`config.mk`:
```
export PLATFORM = sky130hd
export DESIGN_NAME = ovpm_ctrl
export DESIGN_NICKNAME = d
export VERILOG_FILES = /design/src/hw/ovpm_pkg.sv /design/src/hw/ovpm_ctrl.sv /design/src/hw/ovpm_debounce.sv
export VERILOG_INCLUDE_DIRS = /design/src /design/src/hw
export SDC_FILE = /design/constraint.sdc
export NUM_CORES = 1
export LEC_CHECK = 0
export BUFFER_PORTS_ARGS = -buffer_cell sky130_fd_sc_hd__buf_2
export CORE_MARGIN = 5
export CORE_UTILIZATION = 58
export DETAILED_ROUTE_END_ITERATION = 6
export GPL_ROUTABILITY_DRIVEN = 0
export HOLD_SLACK_MARGIN = 0.03
export PLACE_DENSITY = 0.9
export RECOVER_POWER = 25
export SLEW_MARGIN = 5
export SYNTH_ARGS = -nofsm -noshare
export SYNTH_HDL_FRONTEND = slang
export SYNTH_SLANG_ARGS = --single-unit
```
`constraint.sdc`:
```
create_clock -name clk_sys_in -period 3.8 [get_ports clk_sys_in]
set_input_delay 0.19 -clock clk_sys_in [delete_from_list [all_inputs] [get_ports clk_sys_in]]
set_output_delay 0.19 -clock clk_sys_in [all_outputs]
set_load 0.02 [all_outputs]
```
`src/hw/ovpm_defines.svh`:
```
// register offsets, field positions, reset values and timing counts
`ifndef OVPM_DEFINES_SVH
`define OVPM_DEFINES_SVH

`define OVPM_ADDR_W        4
`define OVPM_OFF_CTRL      4'h0
`define OVPM_OFF_TRIM      4'h1
`define OVPM_OFF_DAC       4'h2
`define OVPM_OFF_IRQ_STAT  4'h3
`define OVPM_OFF_IRQ_MASK  4'h4

`define OVPM_BIT_EN        5
`define OVPM_BIT_HYS       4
`define OVPM_BIT_REFSEL    2
`define OVPM_DEB_HI        1
`define OVPM_DEB_LO        0

`define OVPM_BIT_RESULT    7
`define OVPM_BIT_CALMODE   6
`define OVPM_BIT_CALREF    5
`define OVPM_TRIM_HI       4
`define OVPM_TRIM_LO       0

`define OVPM_CTRL_RST      8'h00
`define OVPM_TRIM_RST      5'h10
`define OVPM_DAC_RST       8'h00

`define OVPM_IRQ_OVER      0
`define OVPM_IRQ_FALL      1
`define OVPM_IRQ_W         2

`define OVPM_DEB_LEN1      6'h08
`define OVPM_DEB_LEN2      6'h10
`define OVPM_DEB_LEN3      6'h20

`endif

```
`src/hw/ovpm_pkg.sv`:
```
// types shared by the over-voltage monitor control logic
package ovpm_pkg;
  typedef enum logic [1:0] {
    OVPM_DEB_NONE = 2'b00,
    OVPM_DEB_8    = 2'b01,
    OVPM_DEB_16   = 2'b10,
    OVPM_DEB_32   = 2'b11
  } ovpm_deb_type;

  // settings carried to the analog comparator and dac front end
  typedef struct packed {
    logic       power_on;
    logic       hysteresis_enable;
    logic       dac_ref_select;
    logic       offset_cal_mode;
    logic       cal_ref_select;
    logic [4:0] offset_trim_code;
    logic [7:0] dac_level;
  } ovpm_analog_type;
endpackage

```
`src/hw/ovpm_ctrl.sv`:
```
// control, status and interrupt logic of the over-voltage monitor
// Function
// - enable clear powers down comparator and dac
// - hysteresis enable bit drives comparator hysteresis
// - dac reference: supply or external pin
// - debounce code picks 0, 8, 16, 32
// - comparator result readable, read only
// - calibration reference from negative or positive
// - dac code 8 bit, reset zero
// - calibration mode bit enters offset calibration
// - comparator weighs pin against dac level
// - over-voltage event raises masked interrupt
`timescale 1ns/1ps
`include "ovpm_defines.svh"

module ovpm_ctrl #(
  parameter int DEB_CNT_W = 6
) (
  input  wire logic                       clk_sys_in,
  input  wire logic                       rst_in,
  input  wire logic [`OVPM_ADDR_W-1:0]    addr_in,
  input  wire logic [7:0]                 wdata_in,
  input  wire logic                       wr_in,
  input  wire logic                       rd_in,
  output logic [7:0]                      rdata_out,
  input  wire logic                       comp_raw_in,
  output ovpm_pkg::ovpm_analog_type       analog_out,
  output logic                            irq_out
);

  // field width follows the trim bit positions
  localparam int TRIM_W = `OVPM_TRIM_HI - `OVPM_TRIM_LO + 1;

  // register state
  logic                     enable_ff;
  logic                     hys_ff;
  logic                     refsel_ff;
  ovpm_pkg::ovpm_deb_type   deb_ff;
  logic                     calmode_ff;
  logic                     calref_ff;
  logic [TRIM_W-1:0]        trim_ff;
  logic [7:0]               dac_ff;
  logic [`OVPM_IRQ_W-1:0]   stat_ff;
  logic [`OVPM_IRQ_W-1:0]   mask_ff;
  logic [7:0]               rdata_ff;
  logic                     irq_ff;

  // registered copies of the analog settings
  logic                     power_out_ff;
  logic                     hys_out_ff;
  logic                     ref_out_ff;
  logic                     cal_out_ff;
  logic                     calref_out_ff;
  logic [TRIM_W-1:0]        trim_out_ff;
  logic [7:0]               dac_out_ff;

  // input synchroniser and edge tracking
  logic                     raw_meta_ff;
  logic                     raw_sync_ff;
  logic                     result_prev_ff;
  logic                     result;

  // decoded write strobes, one per register
  logic                     wr_ctrl;
  logic                     wr_trim;
  logic                     wr_dac;
  logic                     wr_stat;
  logic                     wr_mask;

  logic [7:0]               ctrl_view;
  logic [7:0]               trim_view;
  logic [`OVPM_IRQ_W-1:0]   event_vec;
  logic [`OVPM_IRQ_W-1:0]   clr_vec;
  logic [`OVPM_IRQ_W-1:0]   nxt_stat;
  logic [`OVPM_IRQ_W-1:0]   pending;

  // write strobe decode shared by every register
  function automatic logic wr_hit(input logic                    wr,
                                  input logic [`OVPM_ADDR_W-1:0] a,
                                  input logic [`OVPM_ADDR_W-1:0] off);
    wr_hit = wr && (a == off);
  endfunction

  // edge of the filtered result; none while calibrating
  function automatic logic edge_seen(input logic cur,
                                     input logic prev,
                                     input logic cal);
    edge_seen = cur && !prev && !cal;
  endfunction

  // one decoded strobe per register keeps the blocks below short
  always_comb begin
    wr_ctrl = wr_hit(wr_in, addr_in, `OVPM_OFF_CTRL);
    wr_trim = wr_hit(wr_in, addr_in, `OVPM_OFF_TRIM);
    wr_dac  = wr_hit(wr_in, addr_in, `OVPM_OFF_DAC);
    wr_stat = wr_hit(wr_in, addr_in, `OVPM_OFF_IRQ_STAT);
    wr_mask = wr_hit(wr_in, addr_in, `OVPM_OFF_IRQ_MASK);
  end

  // protection enable; clear powers the front end down
  always_ff @(posedge clk_sys_in or posedge rst_in) begin
    if (rst_in) begin
      enable_ff <= 1'b0;
    end else if (wr_ctrl) begin
      enable_ff <= wdata_in[`OVPM_BIT_EN];
    end
  end

  // hysteresis enable, passed on only while powered
  always_ff @(posedge clk_sys_in or posedge rst_in) begin
    if (rst_in) begin
      hys_ff <= 1'b0;
    end else if (wr_ctrl) begin
      hys_ff <= wdata_in[`OVPM_BIT_HYS];
    end
  end

  // dac reference: supply or external pin
  always_ff @(posedge clk_sys_in or posedge rst_in) begin
    if (rst_in) begin
      refsel_ff <= 1'b0;
    end else if (wr_ctrl) begin
      refsel_ff <= wdata_in[`OVPM_BIT_REFSEL];
    end
  end

  // debounce code; the hold count lives in the filter
  always_ff @(posedge clk_sys_in or posedge rst_in) begin
    if (rst_in) begin
      deb_ff <= ovpm_pkg::OVPM_DEB_NONE;
    end else if (wr_ctrl) begin
      deb_ff <= ovpm_pkg::ovpm_deb_type'(
                  wdata_in[`OVPM_DEB_HI:`OVPM_DEB_LO]);
    end
  end

  // calibration mode; the result bit itself is not writable
  always_ff @(posedge clk_sys_in or posedge rst_in) begin
    if (rst_in) begin
      calmode_ff <= 1'b0;
    end else if (wr_trim) begin
      calmode_ff <= wdata_in[`OVPM_BIT_CALMODE];
    end
  end

  // calibration reference input
  always_ff @(posedge clk_sys_in or posedge rst_in) begin
    if (rst_in) begin
      calref_ff <= 1'b0;
    end else if (wr_trim) begin
      calref_ff <= wdata_in[`OVPM_BIT_CALREF];
    end
  end

  // trim code; reset leaves it mid-scale
  always_ff @(posedge clk_sys_in or posedge rst_in) begin
    if (rst_in) begin
      trim_ff <= `OVPM_TRIM_RST;
    end else if (wr_trim) begin
      trim_ff <= wdata_in[`OVPM_TRIM_HI:`OVPM_TRIM_LO];
    end
  end

  // threshold dac code
  always_ff @(posedge clk_sys_in or posedge rst_in) begin
    if (rst_in) begin
      dac_ff <= `OVPM_DAC_RST;
    end else if (wr_dac) begin
      dac_ff <= wdata_in;
    end
  end

  // interrupt mask
  always_ff @(posedge clk_sys_in or posedge rst_in) begin
    if (rst_in) begin
      mask_ff <= '0;
    end else if (wr_mask) begin
      mask_ff <= wdata_in[`OVPM_IRQ_W-1:0];
    end
  end

  // comparator output comes from the analog domain: two flops first
  always_ff @(posedge clk_sys_in or posedge rst_in) begin
    if (rst_in) begin
      raw_meta_ff <= 1'b0;
      raw_sync_ff <= 1'b0;
    end else begin
      raw_meta_ff <= comp_raw_in;
      raw_sync_ff <= raw_meta_ff;
    end
  end

  // filtered result; a powered-down comparator reads low
  ovpm_debounce #(
    .CNT_W     (DEB_CNT_W)
  ) u_debounce (
    .clk_sys_in(clk_sys_in),
    .rst_in    (rst_in),
    .sample_in (raw_sync_ff & enable_ff),
    .mode_in   (deb_ff),
    .level_out (result)
  );

  // last result, for edge detection
  always_ff @(posedge clk_sys_in or posedge rst_in) begin
    if (rst_in) begin
      result_prev_ff <= 1'b0;
    end else begin
      result_prev_ff <= result;
    end
  end

  // events: rise of the result is over-voltage, fall is recovery;
  // calibration sweeps toggle the result, so they raise no event
  always_comb begin
    event_vec = '0;
    event_vec[`OVPM_IRQ_OVER] = edge_seen(result, result_prev_ff,
                                          calmode_ff);
    event_vec[`OVPM_IRQ_FALL] = edge_seen(~result, ~result_prev_ff,
                                          calmode_ff);
  end

  // write one to clear, only on a write to the status index
  always_comb begin
    clr_vec = '0;
    if (wr_stat) begin
      clr_vec = wdata_in[`OVPM_IRQ_W-1:0];
    end
  end

  // sticky status; a same-cycle event wins over its clear
  always_comb begin
    nxt_stat = (stat_ff & ~clr_vec) | event_vec;
  end

  // status register
  always_ff @(posedge clk_sys_in or posedge rst_in) begin
    if (rst_in) begin
      stat_ff <= '0;
    end else begin
      stat_ff <= nxt_stat;
    end
  end

  // unmasked status as it will stand after this edge
  always_comb begin
    pending = nxt_stat & mask_ff;
  end

  // level interrupt from a flop; rises with its status bit
  always_ff @(posedge clk_sys_in or posedge rst_in) begin
    if (rst_in) begin
      irq_ff <= 1'b0;
    end else begin
      irq_ff <= |pending;
    end
  end

  // register views for readback, unused bits read zero
  always_comb begin
    ctrl_view = '0;
    ctrl_view[`OVPM_BIT_EN]     = enable_ff;
    ctrl_view[`OVPM_BIT_HYS]    = hys_ff;
    ctrl_view[`OVPM_BIT_REFSEL] = refsel_ff;
    ctrl_view[`OVPM_DEB_HI:`OVPM_DEB_LO] = deb_ff;
    trim_view = '0;
    trim_view[`OVPM_BIT_RESULT]  = result;
    trim_view[`OVPM_BIT_CALMODE] = calmode_ff;
    trim_view[`OVPM_BIT_CALREF]  = calref_ff;
    trim_view[`OVPM_TRIM_HI:`OVPM_TRIM_LO] = trim_ff;
  end

  // read data stands the cycle after the strobe only
  always_ff @(posedge clk_sys_in or posedge rst_in) begin
    if (rst_in) begin
      rdata_ff <= 8'h00;
    end else if (rd_in) begin
      unique case (addr_in)
        `OVPM_OFF_CTRL:     rdata_ff <= ctrl_view;
        `OVPM_OFF_TRIM:     rdata_ff <= trim_view;
        `OVPM_OFF_DAC:      rdata_ff <= dac_ff;
        `OVPM_OFF_IRQ_STAT: rdata_ff <= 8'(stat_ff);
        `OVPM_OFF_IRQ_MASK: rdata_ff <= 8'(mask_ff);
        default:            rdata_ff <= 8'h00;
      endcase
    end else begin
      rdata_ff <= 8'h00;
    end
  end

  // gated settings: enable low forces power, hysteresis, cal off
  always_ff @(posedge clk_sys_in or posedge rst_in) begin
    if (rst_in) begin
      power_out_ff <= 1'b0;
      hys_out_ff   <= 1'b0;
      cal_out_ff   <= 1'b0;
    end else begin
      power_out_ff <= enable_ff;
      hys_out_ff   <= hys_ff & enable_ff;
      cal_out_ff   <= calmode_ff & enable_ff;
    end
  end

  // reference selections pass through one cycle late
  always_ff @(posedge clk_sys_in or posedge rst_in) begin
    if (rst_in) begin
      ref_out_ff    <= 1'b0;
      calref_out_ff <= 1'b0;
    end else begin
      ref_out_ff    <= refsel_ff;
      calref_out_ff <= calref_ff;
    end
  end

  // trim and dac codes; zero while reset is held
  always_ff @(posedge clk_sys_in or posedge rst_in) begin
    if (rst_in) begin
      trim_out_ff <= '0;
      dac_out_ff  <= '0;
    end else begin
      trim_out_ff <= trim_ff;
      dac_out_ff  <= dac_ff;
    end
  end

  // outputs straight from their flops
  assign rdata_out  = rdata_ff;
  assign irq_out    = irq_ff;
  assign analog_out = '{
    power_on:          power_out_ff,
    hysteresis_enable: hys_out_ff,
    dac_ref_select:    ref_out_ff,
    offset_cal_mode:   cal_out_ff,
    cal_ref_select:    calref_out_ff,
    offset_trim_code:  trim_out_ff,
    dac_level:         dac_out_ff
  };

endmodule

```
`src/hw/ovpm_debounce.sv`:
```
// debounce filter for the raw comparator output
`timescale 1ns/1ps
`include "ovpm_defines.svh"

module ovpm_debounce #(
  parameter int CNT_W = 6
) (
  input  wire logic                  clk_sys_in,
  input  wire logic                  rst_in,
  input  wire logic                  sample_in,
  input  wire ovpm_pkg::ovpm_deb_type mode_in,
  output logic                       level_out
);

  logic [CNT_W-1:0] cnt_ff;
  logic             level_ff;
  logic [CNT_W-1:0] target;

  // hold lengths in clock periods; the stated 7-8 window lands on 8
  always_comb begin
    unique case (mode_in)
      ovpm_pkg::OVPM_DEB_NONE: target = '0;
      ovpm_pkg::OVPM_DEB_8:    target = CNT_W'(`OVPM_DEB_LEN1);
      ovpm_pkg::OVPM_DEB_16:   target = CNT_W'(`OVPM_DEB_LEN2);
      ovpm_pkg::OVPM_DEB_32:   target = CNT_W'(`OVPM_DEB_LEN3);
    endcase
  end

  // count while the sample differs, restart on any bounce
  always_ff @(posedge clk_sys_in or posedge rst_in) begin
    if (rst_in) begin
      cnt_ff   <= '0;
      level_ff <= 1'b0;
    end else if (sample_in == level_ff) begin
      cnt_ff <= '0;
    end else if (mode_in == ovpm_pkg::OVPM_DEB_NONE) begin
      level_ff <= sample_in;
      cnt_ff   <= '0;
    end else if (cnt_ff + CNT_W'(1) >= target) begin
      level_ff <= sample_in;
      cnt_ff   <= '0;
    end else begin
      cnt_ff <= cnt_ff + CNT_W'(1);
    end
  end

  assign level_out = level_ff;

endmodule

```
======== Word level (Yosys, flattened, before mapping) ========
Index checks and enable logic that the tools add are counted.
storage, ports and cells
  register bits after elaboration ......... 61
  latch bits .............................. 0
  memory bits (writable) .................. 0
  ROM bits ................................ 0
  bits of input ports ..................... 17
  output and inout bits ................... 27
  memories kept ........................... 0
operators by class
  add/subtract/negate cells ............... 1
  multipliers ............................. 0
  div/mod/pow operators ................... 0
  magnitude comparators ................... 1
  equal/unequal tests ..................... 8
  shift operators ......................... 0
  mux-type cells .......................... 9
  bitwise logic cells ..................... 9
  reduce and logical (&&, ||, !) cells .... 16
operators with widths
  kind                                           number
  case mux 8 bit (5 select lines)                1
  case mux 6 bit (4 select lines)                1
  2-to-1 mux 6 bit                               3
  logical AND 1 bit                              9
  == test 4 x 2 -> 1 bit, second input constant  2
  2-to-1 mux 8 bit                               1
  adder 6 x 1 -> 6 bit, second input constant    1
  greater-or-equal comparator 6 bit              1
  bitwise AND 2 bit                              2
  == test 2 bit, second input constant           2
  == test 4 x 1 -> 1 bit, second input constant  1
  == test 4 x 3 -> 1 bit, second input constant  1
  logical NOT 4 bit                              1
  bitwise AND 1 bit                              3
  == test 2 x 1 -> 1 bit, second input constant  1
  logical NOT 1 bit                              2
  logical NOT 2 bit                              1
  2-to-1 mux 1 bit                               2
  2-to-1 mux 2 bit                               1
  NOT 1 bit                                      2
  NOT 2 bit                                      1
  OR 2 bit                                       1
  AND reduction 2 bit                            1
  nonzero test 2 bit                             1
  other kinds (2)                                2

======== Logic depth before layout (Yosys ltp) ========
  depth after elaboration ................. 8
  gate-level depth with buffers ........... 7
  gate-level depth less buffers ........... 7

======== By module ========
From an unflattened synthesis, not the netlist that was laid out.
unflattened totals
  cell total of the unflattened synthesis .. 177
  area total of the unflattened synthesis .. 2,469.9 um^2
modules (own cells, without submodules)
  module         times used  cells an instance  area an instance (um^2)  sequential area each (um^2)
  ovpm_ctrl      1           135                2,045.7                  1,352.5
  ovpm_debounce  1           42                 424.2                    175.2

======== Least setup slack after synthesis ========
No wires, ideal clock.
  path type ............................... register to register
  from .................................... register u_debounce.cnt_ff[0]
  to ...................................... register u_debounce.cnt_ff[4]
  data arrival time ....................... 1.686 ns
  required time ........................... 3.726 ns
  setup slack ............................. 2.040 ns
  cell stages (with the launch flop) ...... 8
  path buffers ............................ 0
  period minus slack after synthesis ...... 1.760 ns
  path through ............................ dfrtp_1 ha_1 nand3_1 xnor2_1 ha_1 o21ai_0 o211ai_1 nor2b_1
on the way
  longest elaborated chain between the ends .. 5
RTL lines
  item                               RTL line                                  RTL
  from (decl)                        ovpm_debounce.sv:15                       logic [CNT_W-1:0] cnt_ff;
  from (signal assigned)             ovpm_debounce.sv:43                       cnt_ff <= cnt_ff + CNT_W'(1);
  adder 6 x 1 -> 6 bit (*)           ovpm_debounce.sv:39, ovpm_debounce.sv:43
  greater-or-equal comparator 6 bit  ovpm_debounce.sv:39                       end else if (cnt_ff + CNT_W'(1) >= target) begin
  2-to-1 mux 6 bit (*)               ovpm_debounce.sv:39
  2-to-1 mux 6 bit (*)               ovpm_debounce.sv:36                       end else if (mode_in == ovpm_pkg::OVPM_DEB_NONE) begin
  2-to-1 mux 6 bit (*)               ovpm_debounce.sv:34                       end else if (sample_in == level_ff) begin
Every way passes the cells marked *; elsewhere a longest branch is shown, timed or not.
A chain may end at the register's enable or synchronous reset.

======== Worst setup path after layout ========
Same ends and word-level chain as after synthesis.

==> qor.yml <==
run_status:
  outcome: "complete, no violations"
routing:
  met2WireLength_mm: 2.34
  first_pass_iters: 4
  ant_nets: 0
  wl_met1_mm: 1.99
  wl_per_cell_um: 16.7
  vias: 1575
  via_per_inst: 5.55
  wl_mm: 4.73
  drc: 0
  dr_wl_met3_um: 274
  drt_iter0_drc: 172
  highest_layer: "met4"
synth:
  syn_avg_cell_area_um2: 13.4
  syn-cell-area_um2: 2420
  synth.area.mux_share_pct: 13.2
  yosysTopAreaCellShare_pct: 62.0
  synth_simple_gate_area_share_pct: 10.3
  synth_warnings: 0
  synthTopCellsByArea: "dfrtp_1 (62%), mux2_2 (11%), nor2_1 (3.1%)"
  ys_ff_latch: 61
  synth_most_common_cell: "dfrtp_1"
  yosysSeqAreaShare_pct: 63.1
  synthAdderAreaFrac_pct: 2.59
  synth_edf_count: 0
  synth_xor_area_share_pct: 1.81
  yosysTopAreaCell: "dfrtp_1"
  syn-instance-count: 180
  synth_flop_cell: "dfrtp_1"
  syn_nets: 202
  synth_commonest_cells: "dfrtp_1 (60), mux2_2 (24), nor2_1 (20), nand2_1 (7), buf_4 (6)"
  ys_types: 33
  synth_top_family_by_area: "multiplexers"
  synthArstFlopShare_pct: 100
  synth_compound_area_share_pct: 6.20
global_routing:
  gr-total-overflow: 0
  grt_pass1_wl_mm: 8.02
  grt_max_degree: 33
  antenna_found_initial: 0
  grt_usage_pct: 20.1
  grt_pass1_vias: 1644
pwr:
  p_leak_nw: 1.35
  peakVddDrop_uv: 286
  total_power_w: 0.00176
  p_per_area_nw_per_um2: 616
cts:
  cts_setup_buffers: 0
  clk-insertion-delay-late_ns: 0.34
  cts.path.max_buffers: 2
  htreeDepth: 3
  cts.sinks: 61
  clk_pin_slew_worst_paths_ns: 0.07
  cts-root-buf: "clkbuf_8"
  cts_made_buffers: 9
  cts_tree: "done"
floorplanning:
  rows: 23
  start_util_pct: 60.1
  dieHeight_um: 74.6
  die-area_um2: 5560
  coreArea_um2: 4030
  chipWidth_um: 74.6
  ioPinCount: 44
sta:
  clock_skew_ns: 0.00697
  tightest_slew_ns: 0.651
  max_freq_mhz: 493
  rsz0062_at_grt: "false"
  max-slew-margin-rel_pct: 56.5
  slew_viol_final: 0
  hold_violations: 0
  fin_crit_ns: 2.03
  setup_viol: 0
  fin_setup_tns_ns: 0
  period_share_pct: 53.4
worst_hold_path:
  hp-class: "primary input to flop"
critical_path:
  rr_endpoint: "u_debounce.cnt_ff[4]"
  crit_path_end: "u_debounce.cnt_ff[4]"
  cp_data_arrival_time_ns: 2.29
  worst-r2r-setup-slack_ns: 1.77
  r2r_start: "u_debounce.cnt_ff[0]"
  crit_type: "flop to flop"
  crit_required_ns: 4.06
  r2r_cells: 7
  cp-end-kind: "flop"
  path_max_fanout: 5
  start_kind: "flop"
  startpoint: "u_debounce.cnt_ff[0]"
job:
  max_cap_viol_count: 0
cells_and_area:
  num-nets-final: 251
  nFillCells: 273
  syn2layout_area_growth_pct: 18.3
  antenna_cells: 0
  drive_gt1_share_pct: 32.9
place:
  dpl.hpwl_mm: 3.26
  numPortBuffers: 43
placed cells by master (no fill, tap or decap), types with 2 or more instances in the layout:
master         Yosys  final
mux2_2            24     24
nand3_2            2      2
dlygate4sd3_1      0      2
dfrtp_1           60     60
ha_1               5      5
clkbuf_8           0     12
clkbuf_1           0     12
a22o_1             2      2
a32oi_1            2      2
nor2_1            20     21
mux2i_1            5      5
nand2_1            7      7
o211ai_1           3      3
inv_1              3      2
xnor2_1            3      3
clkinv_2           0      3
xor2_1             2      2
o21ai_0            3      3
or4_1              2      2
nor2b_1            4      4
a22oi_1            3      3
nand3_1            4      4
buf_2              2     31
a21oi_1            5      5
critical path: stages, from the launching register on:
cell,delay (ns)
dfrtp_1,0.41
ha_1,0.24
nand3_1,0.09
xnor2_1,0.14
ha_1,0.26
o21ai_0,0.38
o211ai_1,0.28
nor2b_1,0.17
routing by layer:
metal / track usage, % / vias up
met5: 0 / -
met4: 12.1 / 0
met3: 5.14 / 13
met2: 30.7 / 50
met1: 25.7 / 788
li1: - / 724
cell type report:
type	count	area, um^2	area share, %
Clock buffer	12	165	5.77
Clock inverter	4	45.0	1.57
Inverter	3	11.3	0.393
Multi-Input combinational cell	108	823	28.8
Sequential cell	61	1530	53.4
Tap cell	50	62.6	2.19
Timing Repair Buffer	46	228	7.95
worst min path at each step:
stage                  endpoint  slack [ns]        start  cells after the start
CTS                   dac_ff[7]        0.09  wdata_in[7]                      2
global placement        irq_out        0.30       rst_in                      2
floorplan           raw_meta_ff        0.22  comp_raw_in                      0
finish                dac_ff[7]         0.1  wdata_in[7]                      2
global route          dac_ff[7]        0.10  wdata_in[7]                      2
detailed placement  raw_meta_ff        0.30  comp_raw_in                      1
flip-flops by register name, summed over array words and instances, names as in the netlist, 5 cells and up:
name / flops
trim_out_ff: 5
trim_ff: 5
rdata_out: 8
dac_ff: 8
dac_out_ff: 8
u_debounce.cnt_ff: 6
power breakdown:
group          switching, W  internal (W)  total (W)  leakage (nW)
combinational      0.000185      0.000133   0.000318         0.473
clock              0.000239      0.000353   0.000591         0.112
sequential        0.0000787      0.000775   0.000853         0.766
total              0.000502       0.00126    0.00176          1.35
repair_timing:
item / CTS / global route
endpoints found under the hold margin: 32 / 0
resized for setup: 0 / 0
hold buffers: 2 / 0
endpoints found under the setup margin: 0 / 0
kinds of logic (layout without fill, tap and decap cells):
logic type                 Yosys count  after routing
DFF                                 61             61
and+or+nand+nor                     48             48
muxes                               29             29
AOI/OAI and AO/OA                   21             21
buffers and inverters               11             65
adders and majority gates            5              5
xor gates and xnor gates             5              5
metrics by stage:
stage	std cells	hold WS, ns	util [%]	cell area (um^2)	worst slack (ns)
6_report	284	0.0993	71.1	2860	1.77
5_1_grt	284	0.102	71.1	2860	1.61
4_1_cts	284	0.0942	71.5	2880	1.78
3_5_place_dp	266	0.300	65.8	2650	1.81
3_3_place_gp	266	0.301	65.8	2650	1.93
2_1_floorplan	180	0.221	-	2420	2.04
(Power assumes the default switching activity.)
